**src/logic/scsirs_regs.svh**
```systemverilog
`ifndef SCSIRS_REGS_SVH
`define SCSIRS_REGS_SVH

// ****************************************
// Read locations
// ****************************************
`define SCSIRS_LOC_DATA      3'h0
`define SCSIRS_LOC_ICR       3'h1
`define SCSIRS_LOC_MODE      3'h2
`define SCSIRS_LOC_TCR       3'h3
`define SCSIRS_LOC_CTRL      3'h4
`define SCSIRS_LOC_STATUS    3'h5
`define SCSIRS_LOC_HOLD      3'h6
`define SCSIRS_LOC_CLEAR     3'h7

// ****************************************
// Operating mode bit positions
// ****************************************
`define SCSIRS_MODE_DMA      1
`define SCSIRS_MODE_MONBSY   2
`define SCSIRS_MODE_EODMA_IE 3
`define SCSIRS_MODE_PAR_IE   4
`define SCSIRS_MODE_PAR_EN   5
`define SCSIRS_MODE_TARGET   6

// ****************************************
// Initiator command fields
// ****************************************
`define SCSIRS_ICR_ARB_BUSY  6
`define SCSIRS_ICR_ARB_LOST  5

// ****************************************
// Timing
// ****************************************
`define SCSIRS_CLK_NS        10
`define SCSIRS_SETTLE_NS     400
`define SCSIRS_EOP_MIN_NS    20
`define SCSIRS_SETTLE_CYC    ((`SCSIRS_SETTLE_NS + `SCSIRS_CLK_NS - 1) / `SCSIRS_CLK_NS)
`define SCSIRS_EOP_CYC       ((`SCSIRS_EOP_MIN_NS + `SCSIRS_CLK_NS - 1) / `SCSIRS_CLK_NS)

// ****************************************
// Receive buffer
// ****************************************
`define SCSIRS_FIFO_WIDTH    8
`define SCSIRS_FIFO_DEPTH    8

`endif

```
**src/logic/scsirs_pkg.sv**
```systemverilog
`default_nettype none

package scsirs_pkg;

	typedef logic [7:0] scsirs_byte_t;

	typedef enum logic {
		SCSIRS_DIR_RECV = 1'b0,
		SCSIRS_DIR_SEND = 1'b1
	} scsirs_dir_e;

endpackage

`default_nettype wire

```
**src/logic/scsirs_top.sv**
```systemverilog
// Function
// RULE1: Location 4 read shows control pins inverted, not stored.
// RULE2: Status bit 7 set by end, acknowledge and a strobe held minimum time.
// RULE3: End-of-transfer flag clears when software clears the transfer mode bit.
// RULE4: Loss of busy clears transfer mode bit, which clears end-of-transfer flag.
// RULE5: Software should read status before dropping its busy command bit.
// RULE6: Status bit 6 shows request; acknowledge plus write/read strobe drops it.
// RULE7: Clearing transfer mode bit drops request and its status bit.
// RULE8: With parity check enabled, bad odd parity sets status bit 5.
// RULE9: Status bit 4 shows the interrupt request latch.
// RULE10: Status bit 3 is live phase line compare; mismatch inhibits transfer.
// RULE11: With busy monitoring, busy false 400 ns sets status bit 2.
// RULE12: Busy error disables bus drivers, clears transfer mode and command bits 5-0.
// RULE13: Status bits 1 and 0 show attention and acknowledge pins inverted, live.
// RULE14: In transfer mode, data captured on request (initiator) or acknowledge (target).
// RULE15: Holding register read by acknowledge plus read strobe, or location 6.
// RULE16: Host never asserts acknowledge and chip select together.
// RULE17: Parity optionally checked on each byte entering the holding register.
// RULE18: Reading location 7 clears interrupt latch, parity and busy error flags.
// RULE19: Interrupt output follows latch except in test float mode, then floats.
// RULE20: Six interrupt causes, mostly maskable, all set one latch.
// RULE21: Bus reset becoming active raises an unmaskable interrupt.
// RULE22: Software treats an interrupt with no other cause visible as bus reset.
`timescale 1ns/10ps
`default_nettype none
`include "scsirs_regs.svh"

// ****************************************
// Receive buffer
// ****************************************
module scsirs_fifo #(
	parameter int WIDTH = `SCSIRS_FIFO_WIDTH,
	parameter int DEPTH = `SCSIRS_FIFO_DEPTH
) (
	// Clock and reset
	input  wire logic             sys_clk,
	input  wire logic             arst_n,
	input  wire logic             flush,
	// Fill side
	input  wire logic             in_valid,
	output logic                  in_ready,
	input  wire logic [WIDTH-1:0] in_data,
	// Drain side
	output logic                  out_valid,
	input  wire logic             out_ready,
	output logic      [WIDTH-1:0] out_data
);
	localparam int AW = $clog2(DEPTH);

	logic [WIDTH-1:0] mem [DEPTH];
	logic [AW:0]      wr_ptr_q;
	logic [AW:0]      rd_ptr_q;
	wire              full;
	wire              empty;
	wire              push;
	wire              pop;

	assign full      = (wr_ptr_q[AW] != rd_ptr_q[AW]) && (wr_ptr_q[AW-1:0] == rd_ptr_q[AW-1:0]);
	assign empty     = (wr_ptr_q == rd_ptr_q);
	assign in_ready  = ~full;
	assign out_valid = ~empty;
	assign push      = in_valid & ~full;
	assign pop       = out_ready & ~empty;
	assign out_data  = mem[rd_ptr_q[AW-1:0]];

	always_ff @(posedge sys_clk) begin
		if (push) begin
			mem[wr_ptr_q[AW-1:0]] <= in_data;
		end
	end

	always_ff @(posedge sys_clk or negedge arst_n) begin
		if (!arst_n) begin
			wr_ptr_q <= '0;
			rd_ptr_q <= '0;
		end else if (flush) begin
			wr_ptr_q <= '0;
			rd_ptr_q <= '0;
		end else begin
			wr_ptr_q <= wr_ptr_q + (AW+1)'(push);
			rd_ptr_q <= rd_ptr_q + (AW+1)'(pop);
		end
	end
endmodule

// ****************************************
// Read registers and interrupt latch
// ****************************************
module scsirs_top
	import scsirs_pkg::*;
(
	// Clock and reset
	input  wire logic        sys_clk,
	input  wire logic        arst_n,
	// Host bus pins
	input  wire logic        chip_select_n,
	input  wire logic        host_read_strobe_n,
	input  wire logic        host_write_strobe_n,
	input  wire logic [2:0]  host_addr,
	output logic      [7:0]  host_data_out,
	output logic             host_data_oe,
	// DMA pins
	input  wire logic        dma_acknowledge_input_n,
	input  wire logic        end_of_process_input_n,
	output logic             dma_request_output,
	// Interrupt pin
	output logic             interrupt_request_output,
	output logic             interrupt_request_oe,
	// SCSI bus pins, active low
	input  wire logic [7:0]  scsi_data_n,
	input  wire logic        scsi_parity_n,
	input  wire logic        scsi_rst_n,
	input  wire logic        scsi_bsy_n,
	input  wire logic        scsi_req_n,
	input  wire logic        scsi_msg_n,
	input  wire logic        scsi_cd_n,
	input  wire logic        scsi_io_n,
	input  wire logic        scsi_sel_n,
	input  wire logic        scsi_atn_n,
	input  wire logic        scsi_ack_n,
	// Write-side register contents
	input  wire logic [7:0]  operating_mode,
	input  wire logic [7:0]  initiator_command,
	input  wire logic [7:0]  target_command,
	input  wire logic        last_byte_sent,
	input  wire logic        test_float_mode,
	// Sequencer handshakes
	input  wire scsirs_dir_e dma_dir,
	input  wire logic        send_byte_wanted,
	input  wire logic        selection_event,
	output logic             rx_ready,
	// Control back to the write side
	output logic             phase_compare_flag,
	output logic             transfer_inhibit,
	output logic             scsi_drivers_disable,
	output logic             clear_dma_mode,
	output logic             clear_icr_low
);
	localparam int NPIN = 26;

	// ****************************************
	// Pin synchronisers
	// ****************************************
	wire [NPIN-1:0] pin_raw;
	logic [NPIN-1:0] pin_s1_q;
	logic [NPIN-1:0] pin_s2_q;
	logic [NPIN-1:0] pin_prev_q;

	assign pin_raw = {chip_select_n, host_read_strobe_n, host_write_strobe_n, host_addr,
		dma_acknowledge_input_n, end_of_process_input_n, scsi_rst_n, scsi_bsy_n, scsi_req_n,
		scsi_msg_n, scsi_cd_n, scsi_io_n, scsi_sel_n, scsi_atn_n, scsi_ack_n, scsi_parity_n,
		scsi_data_n};

	always_ff @(posedge sys_clk or negedge arst_n) begin
		if (!arst_n) begin
			pin_s1_q   <= '1;
			pin_s2_q   <= '1;
			pin_prev_q <= '1;
		end else begin
			pin_s1_q   <= pin_raw;
			pin_s2_q   <= pin_s1_q;
			pin_prev_q <= pin_s2_q;
		end
	end

	// Active-high views of the synchronised pins
	wire       cs      = ~pin_s2_q[25];
	wire       rd      = ~pin_s2_q[24];
	wire       wr      = ~pin_s2_q[23];
	wire [2:0] addr    = pin_s2_q[22:20];
	wire       dma_acknowledge_input    = ~pin_s2_q[19];
	wire       eop     = ~pin_s2_q[18];
	wire       rst     = ~pin_s2_q[17];
	wire       bsy     = ~pin_s2_q[16];
	wire       req     = ~pin_s2_q[15];
	wire       msg     = ~pin_s2_q[14];
	wire       cd      = ~pin_s2_q[13];
	wire       io      = ~pin_s2_q[12];
	wire       sel     = ~pin_s2_q[11];
	wire       atn     = ~pin_s2_q[10];
	wire       ack     = ~pin_s2_q[9];
	wire       par     = ~pin_s2_q[8];
	wire [7:0] bus_dat = ~pin_s2_q[7:0];

	wire cs_prev   = ~pin_prev_q[25];
	wire rd_prev   = ~pin_prev_q[24];
	wire wr_prev   = ~pin_prev_q[23];
	wire dma_acknowledge_input_prev = ~pin_prev_q[19];
	wire rst_prev  = ~pin_prev_q[17];
	wire req_prev  = ~pin_prev_q[15];
	wire sel_prev  = ~pin_prev_q[11];
	wire ack_prev  = ~pin_prev_q[9];

	// ****************************************
	// Mode decode and host access strobes
	// ****************************************
	wire dma_mode   = operating_mode[`SCSIRS_MODE_DMA];
	wire mon_busy   = operating_mode[`SCSIRS_MODE_MONBSY];
	wire eodma_ie   = operating_mode[`SCSIRS_MODE_EODMA_IE];
	wire par_ie     = operating_mode[`SCSIRS_MODE_PAR_IE];
	wire par_en     = operating_mode[`SCSIRS_MODE_PAR_EN];
	wire target     = operating_mode[`SCSIRS_MODE_TARGET];
	wire send_dir   = (dma_dir == SCSIRS_DIR_SEND);

	wire cpu_rd      = cs & rd;
	wire cpu_rd_rise = cpu_rd & ~(cs_prev & rd_prev);
	wire dma_acknowledge_input_rd     = dma_acknowledge_input & rd;
	// Holding byte leaves the buffer at the end of the strobe so it stays put during the read
	wire dma_acknowledge_input_rd_end = ~dma_acknowledge_input_rd & (dma_acknowledge_input_prev & rd_prev);
	wire dma_acknowledge_input_wr     = dma_acknowledge_input & wr;
	wire dma_acknowledge_input_wr_rise = dma_acknowledge_input_wr & ~(dma_acknowledge_input_prev & wr_prev);
	wire clr_read    = cpu_rd_rise & (addr == `SCSIRS_LOC_CLEAR);         // RULE18
	wire pio_rd_data = cpu_rd_rise & (addr == `SCSIRS_LOC_DATA);

	// ****************************************
	// Phase compare
	// ****************************************
	assign phase_compare_flag = ({msg, cd, io} == target_command[2:0]);  // RULE10
	assign transfer_inhibit   = ~phase_compare_flag;                      // RULE10

	// ****************************************
	// Input holding buffer
	// ****************************************
	wire        cap_edge = target ? (ack & ~ack_prev) : (req & ~req_prev);
	wire        capture  = dma_mode & ~send_dir & phase_compare_flag & cap_edge; // RULE14
	wire        hold_valid;
	wire [7:0]  hold_data;
	wire        buf_in_ready;

	scsirs_fifo #(
		.WIDTH (`SCSIRS_FIFO_WIDTH),
		.DEPTH (`SCSIRS_FIFO_DEPTH)
	) u_rx_fifo (
		.sys_clk   (sys_clk),
		.arst_n    (arst_n),
		.flush     (~dma_mode),                                           // RULE7
		.in_valid  (capture),
		.in_ready  (buf_in_ready),
		.in_data   (bus_dat),                                             // RULE14
		.out_valid (hold_valid),
		.out_ready (dma_acknowledge_input_rd_end & ~send_dir),
		.out_data  (hold_data)
	);

	// Sequencer must hold off the next byte while this is low, or the byte is lost
	assign rx_ready = buf_in_ready;

	// ****************************************
	// Parity check
	// ****************************************
	wire par_ok   = ^{bus_dat, par};
	wire sel_rise = sel & ~sel_prev & ~bsy;
	wire par_chk  = pio_rd_data | capture | sel_rise;                     // RULE17
	wire par_set  = par_en & par_chk & ~par_ok;                           // RULE8

	// ****************************************
	// End of transfer detection
	// ****************************************
	logic [3:0] eop_cnt_q;
	logic [3:0] eop_cnt_d;
	wire        eop_cond  = eop & dma_acknowledge_input & (rd | wr);
	wire        eop_valid = eop_cond && (eop_cnt_q == 4'(`SCSIRS_EOP_CYC - 1)); // RULE2

	assign eop_cnt_d = !eop_cond ? 4'h0 :
		(eop_cnt_q == 4'(`SCSIRS_EOP_CYC)) ? eop_cnt_q : eop_cnt_q + 4'h1;

	// ****************************************
	// Loss of busy
	// ****************************************
	logic [5:0] bsy_cnt_q;
	logic [5:0] bsy_cnt_d;
	// One event per loss of busy, so a clear read while busy stays low does not re-arm
	wire        bsy_lost = mon_busy & ~bsy &
		(bsy_cnt_q == 6'(`SCSIRS_SETTLE_CYC - 1));                        // RULE11

	assign bsy_cnt_d = (bsy | ~mon_busy) ? 6'h0 :
		(bsy_cnt_q == 6'(`SCSIRS_SETTLE_CYC)) ? bsy_cnt_q : bsy_cnt_q + 6'h1;

	// ****************************************
	// Status latches
	// ****************************************
	logic eodma_q;
	logic eodma_d;
	logic par_err_q;
	logic par_err_d;
	logic bsy_err_q;
	logic bsy_err_d;
	logic irq_q;
	logic irq_d;
	logic drq_send_q;
	logic drq_send_d;

	assign eodma_d   = dma_mode & (eop_valid | eodma_q);                  // RULE2 RULE3 RULE4
	assign par_err_d = par_set | (par_err_q & ~clr_read);                 // RULE8 RULE18
	assign bsy_err_d = bsy_lost | (bsy_err_q & ~clr_read);                // RULE11 RULE18

	wire irq_bus_reset = rst & ~rst_prev;                                 // RULE21
	wire irq_phase     = dma_mode & req & ~req_prev & ~phase_compare_flag;
	wire irq_eodma     = eodma_ie & dma_mode & eop_valid;
	wire irq_parity    = par_ie & par_set;
	wire irq_set       = irq_bus_reset | irq_phase | irq_eodma | irq_parity |
		bsy_lost | selection_event;                                       // RULE20
	assign irq_d       = irq_set | (irq_q & ~clr_read);                   // RULE18

	assign drq_send_d  = dma_mode & (send_byte_wanted | (drq_send_q & ~dma_acknowledge_input_wr_rise)); // RULE6 RULE7

	always_ff @(posedge sys_clk or negedge arst_n) begin
		if (!arst_n) begin
			eop_cnt_q  <= 4'h0;
			bsy_cnt_q  <= 6'h0;
			eodma_q    <= 1'b0;
			par_err_q  <= 1'b0;
			bsy_err_q  <= 1'b0;
			irq_q      <= 1'b0;
			drq_send_q <= 1'b0;
		end else begin
			eop_cnt_q  <= eop_cnt_d;
			bsy_cnt_q  <= bsy_cnt_d;
			eodma_q    <= eodma_d;
			par_err_q  <= par_err_d;
			bsy_err_q  <= bsy_err_d;
			irq_q      <= irq_d;
			drq_send_q <= drq_send_d;
		end
	end

	// ****************************************
	// Busy error consequences
	// ****************************************
	assign scsi_drivers_disable = bsy_err_q;                              // RULE12
	assign clear_dma_mode       = bsy_lost;                               // RULE4 RULE12
	assign clear_icr_low        = bsy_lost;                               // RULE12

	// ****************************************
	// Request and interrupt pins
	// ****************************************
	wire drq_recv = ~send_dir & hold_valid & ~dma_acknowledge_input_rd;
	assign dma_request_output = dma_mode & (send_dir ? drq_send_q : drq_recv); // RULE6 RULE7

	assign interrupt_request_output = irq_q;                              // RULE19
	assign interrupt_request_oe     = ~test_float_mode;                   // RULE19

	// ****************************************
	// Read data path
	// ****************************************
	wire [7:0] ctrl_view = {rst, bsy, req, msg, cd, io, sel, par};        // RULE1
	wire [7:0] stat_view = {eodma_q, dma_request_output, par_err_q, irq_q,
		phase_compare_flag, bsy_err_q, atn, ack};                         // RULE9 RULE13
	wire [7:0] tcr_view  = {last_byte_sent, 3'h0, target_command[3:0]};
	logic [7:0] loc_data;

	always_comb begin
		loc_data = 8'h00;
		unique case (addr)
			`SCSIRS_LOC_DATA:   loc_data = bus_dat;
			`SCSIRS_LOC_ICR:    loc_data = initiator_command;
			`SCSIRS_LOC_MODE:   loc_data = operating_mode;
			`SCSIRS_LOC_TCR:    loc_data = tcr_view;
			`SCSIRS_LOC_CTRL:   loc_data = ctrl_view;                      // RULE1
			`SCSIRS_LOC_STATUS: loc_data = stat_view;
			`SCSIRS_LOC_HOLD:   loc_data = hold_data;                      // RULE15
			`SCSIRS_LOC_CLEAR:  loc_data = 8'h00;
		endcase
	end

	// Host-side logic keeps acknowledge and chip select apart; acknowledge wins if not
	assign host_data_out = dma_acknowledge_input_rd ? hold_data : loc_data;                // RULE15 RULE16
	assign host_data_oe  = dma_acknowledge_input_rd | cpu_rd;
endmodule

`default_nettype wire

```
**config.mk**
```make
export PLATFORM = sky130hd
export DESIGN_NAME = scsirs_top
export DESIGN_NICKNAME = d
export VERILOG_FILES = /design/src/logic/scsirs_pkg.sv /design/src/logic/scsirs_top.sv
export VERILOG_INCLUDE_DIRS = /design/src /design/src/logic
export SDC_FILE = /design/constraint.sdc
export NUM_CORES = 1
export LEC_CHECK = 0
export ABC_AREA = 1
export BUFFER_PORTS_ARGS = -buffer_cell sky130_fd_sc_hd__buf_2
export CAP_MARGIN = 40
export CORE_MARGIN = 3
export CORE_UTILIZATION = 62
export CTS_CLUSTER_SIZE = 16
export DETAILED_ROUTE_END_ITERATION = 8
export GPL_TIMING_DRIVEN = 1
export PLACE_DENSITY_LB_ADDON = 0.25
export SYNTH_ARGS = -nofsm -noshare
export SYNTH_HDL_FRONTEND = slang
export SYNTH_HIERARCHICAL = 1
export SYNTH_SLANG_ARGS = --single-unit
export TNS_END_PERCENT = 50
```
**constraint.sdc**
```tcl
create_clock -name sys_clk -period 3 [get_ports sys_clk]
set_input_delay 0.45 -clock sys_clk [delete_from_list [all_inputs] [get_ports sys_clk]]
set_output_delay 0.45 -clock sys_clk [all_outputs]
set_load 0.005 [all_outputs]
```
==> flow_summary.yaml, run 1 <==
logic_synthesis:
  muxShareOfSynthArea: 0
  synth_area_per_cell_um2: 10.1
  syn-instance-count: 618
  ys_top_cells_by_count: "nand2_1 (137), nor2_1 (95), edfxtp_1 (64)"
  synth.most_common_cell: "nand2_1"
  yosysTopAreaCell: "edfxtp_1"
  synth_cell_types: 32
  yosys-top-cells-area: "edfxtp_1 (31%), dfstp_2 (25%), dfrtp_1 (9.2%)"
  synth_compound_area_frac: 0.0650
  synth_fp_nets: 684
  synth_seq_area_share: 0.651
  ys.flop_type: "edfxtp_1"
  synthesis.area_um2: 6260
  synth-adder-area-share: 0.0180
  synth-edff-count: 64
  ys_warn_count: 6
  yosys.area_share.simple: 0.191
  async_flop_share: 0.565
  synth_top_family_by_area: "simple AND/OR/NAND/NOR gates"
  synth-seq-cells: 147
  synth_xor_xnor_area_share: 0.0140
  synth_top_area_frac: 0.307
critical_path:
  crit_required_ns: 2.55
  worstReg2RegStart: "pin_s2_q[13]"
  crit_arrival_ns: 2.34
  r2r_cells: 7
  path_class: "flip-flop to output pin"
  cp-endpoint: "host_data_out[7]"
  endpoint_kind: "output pin"
  crit_start: "u_rx_fifo/rd_ptr_q[0]"
  reg2reg_slack_ns: 0.64
  start_kind: "flip-flop"
  r2r-end: "u_rx_fifo/mem[2][3]"
  critPathMaxFanout: 26
clock_network:
  path_clk_slew_ns: 0.06
  cts_max_path_buffers: 2
  clk_latency_ns: 0.53
  cts-root-buf: "clkbuf_8"
  postCtsSetupRepairBufs: 0
  clock_sinks: 147
  cts_tree: "yes"
  cts_inserted_buffers: 17
  htreeDepth: 4
min_path:
  hold_class: "input port to flip-flop"
final_layout:
  fillers: 622
  syn_to_final_growth_pct: 19.8
  fin_util: 0.767
  diodes: 0
  drive_gt1_frac: 0.271
  nets: 784
routing:
  antenna_left: 0
  wirelength_um: 14400
  vias_per_cell: 5.38
  drc: 0
  firstDrtPassIters: 5
  wire_per_inst_um: 16.7
  route.vias.total: 4649
  drtIter0Drc: 451
timing:
  fin_tns_setup_ns: 0
  tightest_slew_ns: 0.591
  fin_worst_skew_ns: 0.00715
  max_slew_margin: 0.605
  hold_violations: 0
  period_minus_slack_ns: 2.79
  min_period_over_period: 0.930
  drv_slew: 0
  grt_setup_unrepaired: "no"
  setup_viol: 0
  fin_ws_ns: 0.210
  fmax_ghz: 0.358
pwr:
  leakage_nw: 3.35
  peakVddDrop_uv: 466
  power.density_nw_per_um2: 598
floorplanning:
  die_width_um: 106
  die_area_um2: 11300
  core_area_um2: 9770
  top_level_ports: 75
  fp.dieH_um: 106
  initial_core_util: 0.640
  rows: 36
grt:
  grt_pass1_wl_um: 22300
  antenna_found_initial: 0
  overflow: 0
  grt_pass1_vias: 4545
  grt_max_degree: 60
  grt_usage: 0.263
placed_design:
  place_ws_ns: 0.597
  dp_hpwl_um: 9910
  place.gp.congestion: 0.908
  portBuffers: 70
run_status:
  status: "finished, final reports clean"
flow_run:
  cap_violations: 0
==> layer usage <==
| metal | up-vias | share of wire | GRT usage |
|---|---|---|---|
| met2 | 162 | 0.50 | 0.421 |
| li1 | 2215 | - | - |
| met1 | 2244 | 0.41 | 0.340 |
| met4 | 0 | 0.022 | 0.106 |
| met3 | 28 | 0.069 | 0.0759 |
| met5 | - | 0 | 0 |
==> what timing repair did <==
action                                  CTS  global route
hold buffers                              2            11
cloned                                    0             0
gates resized for setup                   1             1
endpoints found under the hold margin     3            11
endpoints found under the setup margin    2             2
==> power breakdown <==
| group | switching, mW | internal, mW | leakage, nW |
|---|---|---|---|
| sequential | 0.0375 | 2.19 | 1.51 |
| clock | 0.806 | 1.21 | 0.292 |
| combinational | 0.150 | 0.0957 | 1.55 |
| total | 0.993 | 3.49 | 3.35 |
==> state kept, by name (all words and copies together) (netlist names) <==
| name | count |
|---|---|
| eop_cnt_q | 4 |
| u_rx_fifo/mem | 64 |
| scsi_drivers_disable | 1 |
| pin_prev_q | 8 |
| pin_s2_q | 26 |
| drq_send_q | 1 |
| interrupt_request_output | 1 |
| eodma_q | 1 |
| pin_s1_q | 26 |
| u_rx_fifo/rd_ptr_q | 4 |
| par_err_q | 1 |
| u_rx_fifo/wr_ptr_q | 4 |
| bsy_cnt_q | 6 |
==> layout make-up <==
type                       count  area, um^2  area share
tap                          133         166      0.0222
inverter                      68         255      0.0340
clock buffer                  23         519      0.0693
clock inverter                 9        60.1     0.00801
multi-input combinational    386        1800       0.241
sequential                   147        4080       0.544
timing repair buffer          98         616      0.0821
==> kinds of logic (layout without fill, tap and decap cells) <==
family          after synthesis  count (layout)
simple gates                289             289
flops                       147             147
buf+inv                      85             198
compound gates               78              78
xor+xnor                     10              10
fa+ha+maj                     9               9
==> worst max-delay path, cell delays in order, from the launching register on <==
cell	delay (ns)
dfrtp_2	0.55
inv_2	0.17
buf_4	0.29
nor2_1	0.06
o21ai_0	0.22
nand2_1	0.09
nand2_1	0.12
nand2_1	0.07
nand2_1	0.11
buf_2	0.12
==> worst min-delay path by stage <==
stage,start,to,slack (ns),depth (start not counted)
after global placement,pin_s1_q[11],pin_s2_q[11],0.35,0
after detailed placement,pin_s1_q[18],pin_s2_q[18],0.35,0
after CTS,dma_acknowledge_input_n,pin_s1_q[19],0.0005,1
after floorplan,arst_n,bsy_cnt_q[0],0.15,0
final,scsi_data_n[3],pin_s1_q[3],0.02,1
after global routing,host_addr[1],pin_s1_q[21],-0.0008,1
==> metrics by stage <==
stage                     total power, mW  cell area, um^2  hold WS, ns  cells
after global routing                 4.62             7500    -0.000783    864
after CTS                            4.49             7390     0.000550    853
final                                4.48             7500       0.0204    864
after global placement               2.48             6760        0.345    818
after floorplan                      2.36             6260        0.154    618
after detailed placement             2.49             6790        0.347    819
==> cell usage in the layout, fill, tap and decap left out, types with 3 or more instances in the layout <==
cell             n
inv_2           11
nand4_1          7
a21oi_1         14
nand3_1         37
clkbuf_16       18
o21ai_0         42
nand2_1        137
clkbuf_8         5
ha_1             9
inv_4            4
dfrtp_1         21
edfxtp_1        64
xor2_1           5
dlygate4sd3_1   13
inv_1           57
buf_4           15
xnor2_1          5
buf_2           69
dfstp_2         60
o21ai_1         15
nor3_1           3
o211ai_1         3
nor2_1          95
Note: power is estimated with default switching activity, not from simulation.
==> inputs of run 2 (changes only) <==
- BUFFER_PORTS_ARGS: -buffer_cell sky130_fd_sc_hd__buf_2 -> -buffer_cell sky130_fd_sc_hd__clkbuf_2
- SKIP_CTS_REPAIR_TIMING: not set -> 1
==> run 2 against run 1 <==
Effect of this change:
- total power up 2.5%
- clock power up 5%
- clock skew grew 0.0064 ns
- final cell count rose by 1.7%
- flip-flop and latch count stayed put
- routed wire length rose by 5.9%
- global-route usage grew 0.60 points
- largest power group unchanged
==> flow_summary.yaml, run 2 (synthesized netlist as in run 1, its figures left out) <==
run_status:
  status: "finished, final reports clean"
final_layout:
  largest_register_ffs: 64
  syn_to_final_growth_pct: 22.4
  fillers: 601
  nets: 799
  diodes: 0
  layout_common_cells: "nand2_1 (137), nor2_1 (95), clkbuf_2 (69), edfxtp_1 (64), dfstp_2 (60)"
  final_common_cell: "nand2_1"
  drive_gt1_frac: 0.268
  fin_util: 0.784
timing:
  setup_viol: 0
  fin_tns_setup_ns: 0
  grt_setup_unrepaired: "no"
  fin_worst_skew_ns: 0.0135
  tightest_slew_ns: 0.541
  drv_slew: 0
  min_period_over_period: 0.916
  hold_violations: 0
  max_slew_margin: 0.639
  period_minus_slack_ns: 2.75
  fmax_ghz: 0.364
floorplanning:
  fp.dieH_um: 106
  initial_core_util: 0.640
  core_area_um2: 9770
  die_width_um: 106
  rows: 36
  die_area_um2: 11300
  top_level_ports: 75
routing:
  route.vias.total: 4786
  drtIter0Drc: 482
  wire_per_inst_um: 17.3
  vias_per_cell: 5.44
  drc: 0
  wirelength_um: 15200
  antenna_left: 0
  firstDrtPassIters: 5
grt:
  grt_pass1_vias: 4606
  grt_pass1_wl_um: 22700
  grt_usage: 0.269
  overflow: 0
  antenna_found_initial: 0
  grt_max_degree: 60
critical_path:
  path_class: "flip-flop to output pin"
  reg2reg_slack_ns: 0.84
  r2r-end: "u_rx_fifo/wr_ptr_q[2]"
  critPathMaxFanout: 8
  crit_required_ns: 2.55
  crit_arrival_ns: 2.30
  r2r_cells: 10
  endpoint_kind: "output pin"
  start_kind: "flip-flop"
  worstReg2RegStart: "pin_s2_q[13]"
clock_network:
  cts_max_path_buffers: 2
  cts_inserted_buffers: 17
  cts_tree: "yes"
  path_clk_slew_ns: 0.06
  htreeDepth: 4
  clk_latency_ns: 0.54
  clock_sinks: 147
  cts-root-buf: "clkbuf_8"
pwr:
  power.density_nw_per_um2: 600
  peakVddDrop_uv: 716
  leakage_nw: 3.43
placed_design:
  dp_hpwl_um: 9700
  place.gp.congestion: 0.939
  portBuffers: 70
flow_run:
  cap_violations: 0
min_path:
  hold_class: "input port to asynchronous set/reset pin"
-- run 2: layer usage --
layer	vias to the layer above	GRT usage	wire length [um]
met1	2266	0.358	6080
met5	-	0	0
met2	227	0.422	7530
met4	0	0.133	532
li1	2242	-	-
met3	51	0.0583	1090
-- run 2: where the power goes --
group / internal, mW / total [mW] / switching, mW
Combinational: 0.108 / 0.261 / 0.154
Clock: 1.27 / 2.11 / 0.841
Sequential: 2.19 / 2.23 / 0.0396
-- run 2: how the worst max path moves through the flow --
stage,startpoint,to
finish,u_rx_fifo/wr_ptr_q[2],host_data_out[6]
global route,u_rx_fifo/rd_ptr_q[0],host_data_out[3]
CTS,u_rx_fifo/rd_ptr_q[0],host_data_out[3]
detailed placement,u_rx_fifo/rd_ptr_q[0],host_data_out[3]
global placement,u_rx_fifo/rd_ptr_q[1],host_data_out[6]
floorplan,pin_s2_q[13],u_rx_fifo/mem[0][0]
-- run 2: area by class of cell --
| type | count | area (um^2) | share of cell area |
|---|---|---|---|
| Timing Repair Buffer | 113 | 764 | 0.0997 |
| Multi-Input combinational cell | 386 | 1800 | 0.235 |
| Clock buffer | 19 | 453 | 0.0591 |
| Inverter | 68 | 255 | 0.0333 |
| Tap cell | 133 | 166 | 0.0217 |
| Clock inverter | 13 | 145 | 0.0189 |
| Sequential cell | 147 | 4080 | 0.532 |
-- run 2: through the flow --
step / area [um^2] / std cells / hold slack (ns) / power [mW] / setup WS (ns)
floorplan: 6260 / 618 / 0.154 / 2.36 / 1.15
global placement: 6770 / 820 / 0.346 / 2.48 / 0.774
detailed placement: 6800 / 821 / 0.347 / 2.49 / 0.765
CTS: 7400 / 853 / -0.0298 / 4.58 / 0.187
global route: 7660 / 879 / 0.145 / 4.74 / 0.0202
finish: 7660 / 879 / 0.119 / 4.60 / 0.253
-- run 2: critical path, cell delays in order (launching register included) --
cell	delay, ns
dfrtp_1	0.50
inv_2	0.10
nand2_1	0.08
nand2_1	0.08
inv_1	0.06
nor2_1	0.05
nand2_1	0.10
nand2_1	0.08
a21oi_1	0.26
nand2_1	0.08
nand2_1	0.10
o211ai_1	0.08
nand2_1	0.07
clkbuf_2	0.11
==> inputs of run 3 (changes only) <==
- CORE_MARGIN: 3 -> 1
- RECOVER_POWER: not set -> 100
==> run 3 against run 2 <==
Effect of this change:
- the run now ends with max-capacitance violations, max-slew violations left
- setup slack worse by 0.084 ns
- clock skew is 0.0060 ns lower
- sequential share of layout area rose by 0.66 points
- core utilization fell by 0.96 points
- sequential power is essentially flat
- final area is 1.2% lower
==> flow_summary.yaml, run 3 (synthesized netlist as in run 1, its figures left out) <==
min_path:
  hold_class: "input port to flip-flop"
timing:
  fin_worst_skew_ns: 0.00752
  fin_ws_ns: 0.169
  max_slew_margin: -0.0302
  tightest_slew_ns: 1.55
  fmax_ghz: 0.353
  grt_setup_unrepaired: "no"
  fin_tns_setup_ns: 0
  setup_viol: 0
  period_minus_slack_ns: 2.83
  hold_violations: 0
  drv_slew: 28
  min_period_over_period: 0.944
clock_network:
  cts_max_path_buffers: 2
  cts_tree: "yes"
  cts_inserted_buffers: 17
  clk_latency_ns: 0.54
  htreeDepth: 4
  path_clk_slew_ns: 0.06
  cts-root-buf: "clkbuf_8"
  clock_sinks: 147
routing:
  vias_per_cell: 5.50
  wirelength_um: 14900
  wire_per_inst_um: 16.9
  drc: 0
  route.vias.total: 4844
  firstDrtPassIters: 6
  drtIter0Drc: 413
  antenna_left: 0
grt:
  antenna_found_initial: 0
  grt_usage: 0.294
  overflow: 0
  grt_max_degree: 58
  grt_pass1_wl_um: 21700
  grt_pass1_vias: 4493
final_layout:
  nets: 801
  diodes: 0
  fillers: 622
  syn_to_final_growth_pct: 20.9
  final_common_cell: "nand2_1"
  layout_common_cells: "nand2_1 (138), nor2_1 (95), edfxtp_1 (64), clkbuf_2 (60), inv_1 (58)"
  fin_util: 0.775
  largest_register_ffs: 64
  drive_gt1_frac: 0.209
placed_design:
  portBuffers: 70
  place.gp.congestion: 0.921
  place_ws_ns: 0.630
  dp_hpwl_um: 9710
floorplanning:
  rows: 36
  die_area_um2: 10500
  core_area_um2: 9770
  initial_core_util: 0.640
  fp.dieH_um: 102
  top_level_ports: 75
  die_width_um: 102
pwr:
  report.power.total_mw: 4.54
  leakage_nw: 3.31
  power.density_nw_per_um2: 600
  peakVddDrop_uv: 449
critical_path:
  critPathMaxFanout: 11
  endpoint_kind: "output pin"
  cp_slowest_stage_delay_ns: 0.57
  cp_common_cell: "nand2_1"
  cp_slowest_cell: "dfstp_1"
  start_kind: "flip-flop"
  crit_chain: "nor2_1, inv_1, nand2_1, a21oi_1, nand2_1, nand2_1, o211ai_1, nand2_1, clkbuf_1"
  cp.buffers_inverters: 2
  path_class: "flip-flop to output pin"
  crit_required_ns: 2.55
  critPathTopFamily: "flip-flops"
  crit_arrival_ns: 2.38
run_status:
  violations: "max-capacitance violations, max-slew violations"
  status: "finished with violations"
flow_run:
  cap_violations: 1
## run 3: cell types whose count changed in the layout (fill, tap and decap cells not counted), moves of 3 or more
cell,before,now
buf_4,16,5
clkbuf_1,0,22
clkbuf_2,69,60
clkinv_1,0,4
clkinv_4,4,1
clkinvlp_4,0,3
dfstp_1,0,17
dfstp_2,60,43
inv_4,4,0
## run 3: layout make-up
| type | count | area (um^2) | share of cell area |
|---|---|---|---|
| inverters | 68 | 255 | 0.0337 |
| well taps | 133 | 166 | 0.0220 |
| flip-flops and latches | 147 | 4080 | 0.538 |
| clock buffers | 17 | 414 | 0.0547 |
| multi-input cells | 386 | 1800 | 0.237 |
| clock inverters | 15 | 164 | 0.0216 |
| repair buffers | 115 | 698 | 0.0922 |
## run 3: final timing paths
| check | startpoint | to | slack [ns] | depth (start not counted) |
|---|---|---|---|---|
| setup / recovery | pin_s2_q[24] | host_data_out[6] | 0.17 | 9 |
| hold / removal | send_byte_wanted | drq_send_q | 0.18 | 3 |
| setup reg to reg | pin_s2_q[13] | u_rx_fifo/mem[0][5] | 0.37 | 7 |
| hold reg to reg | pin_s1_q[12] | pin_s2_q[12] | 0.36 | 0 |
| max in group asynchronous | arst_n | u_rx_fifo/rd_ptr_q[1] | 0.55 | 3 |
| min in group asynchronous | arst_n | eodma_q | 0.84 | 2 |
## run 3: power by group
part           leakage (nW)  internal, mW  switching (mW)
clock                 0.271          1.26           0.803
sequential             1.50          2.18          0.0393
combinational          1.54         0.101           0.157
## run 3: worst register-to-register path: cells and delay by family, from the launching register on
| kind | cells | cell delay [ns] |
|---|---|---|
| AND/OR/NAND/NOR | 6 | 1.29 |
| flip-flops | 1 | 0.55 |
| buffers and inverters | 1 | 0.43 |
## run 3: layer usage
metal	vias up	part of all wire	track usage
met3	39	0.074	0.0800
met1	2325	0.39	0.364
met2	232	0.51	0.481
met4	0	0.027	0.138
li1	2248	-	-
met5	-	0	0
## run 3: through the flow
stage	instances	instance area (um^2)	hold slack, ns
2_1_floorplan	618	6260	0.154
3_3_place_gp	821	6780	0.346
3_5_place_dp	822	6810	0.347
4_1_cts	854	7390	-0.163
5_1_grt	881	7570	0.160
6_report	881	7570	0.181
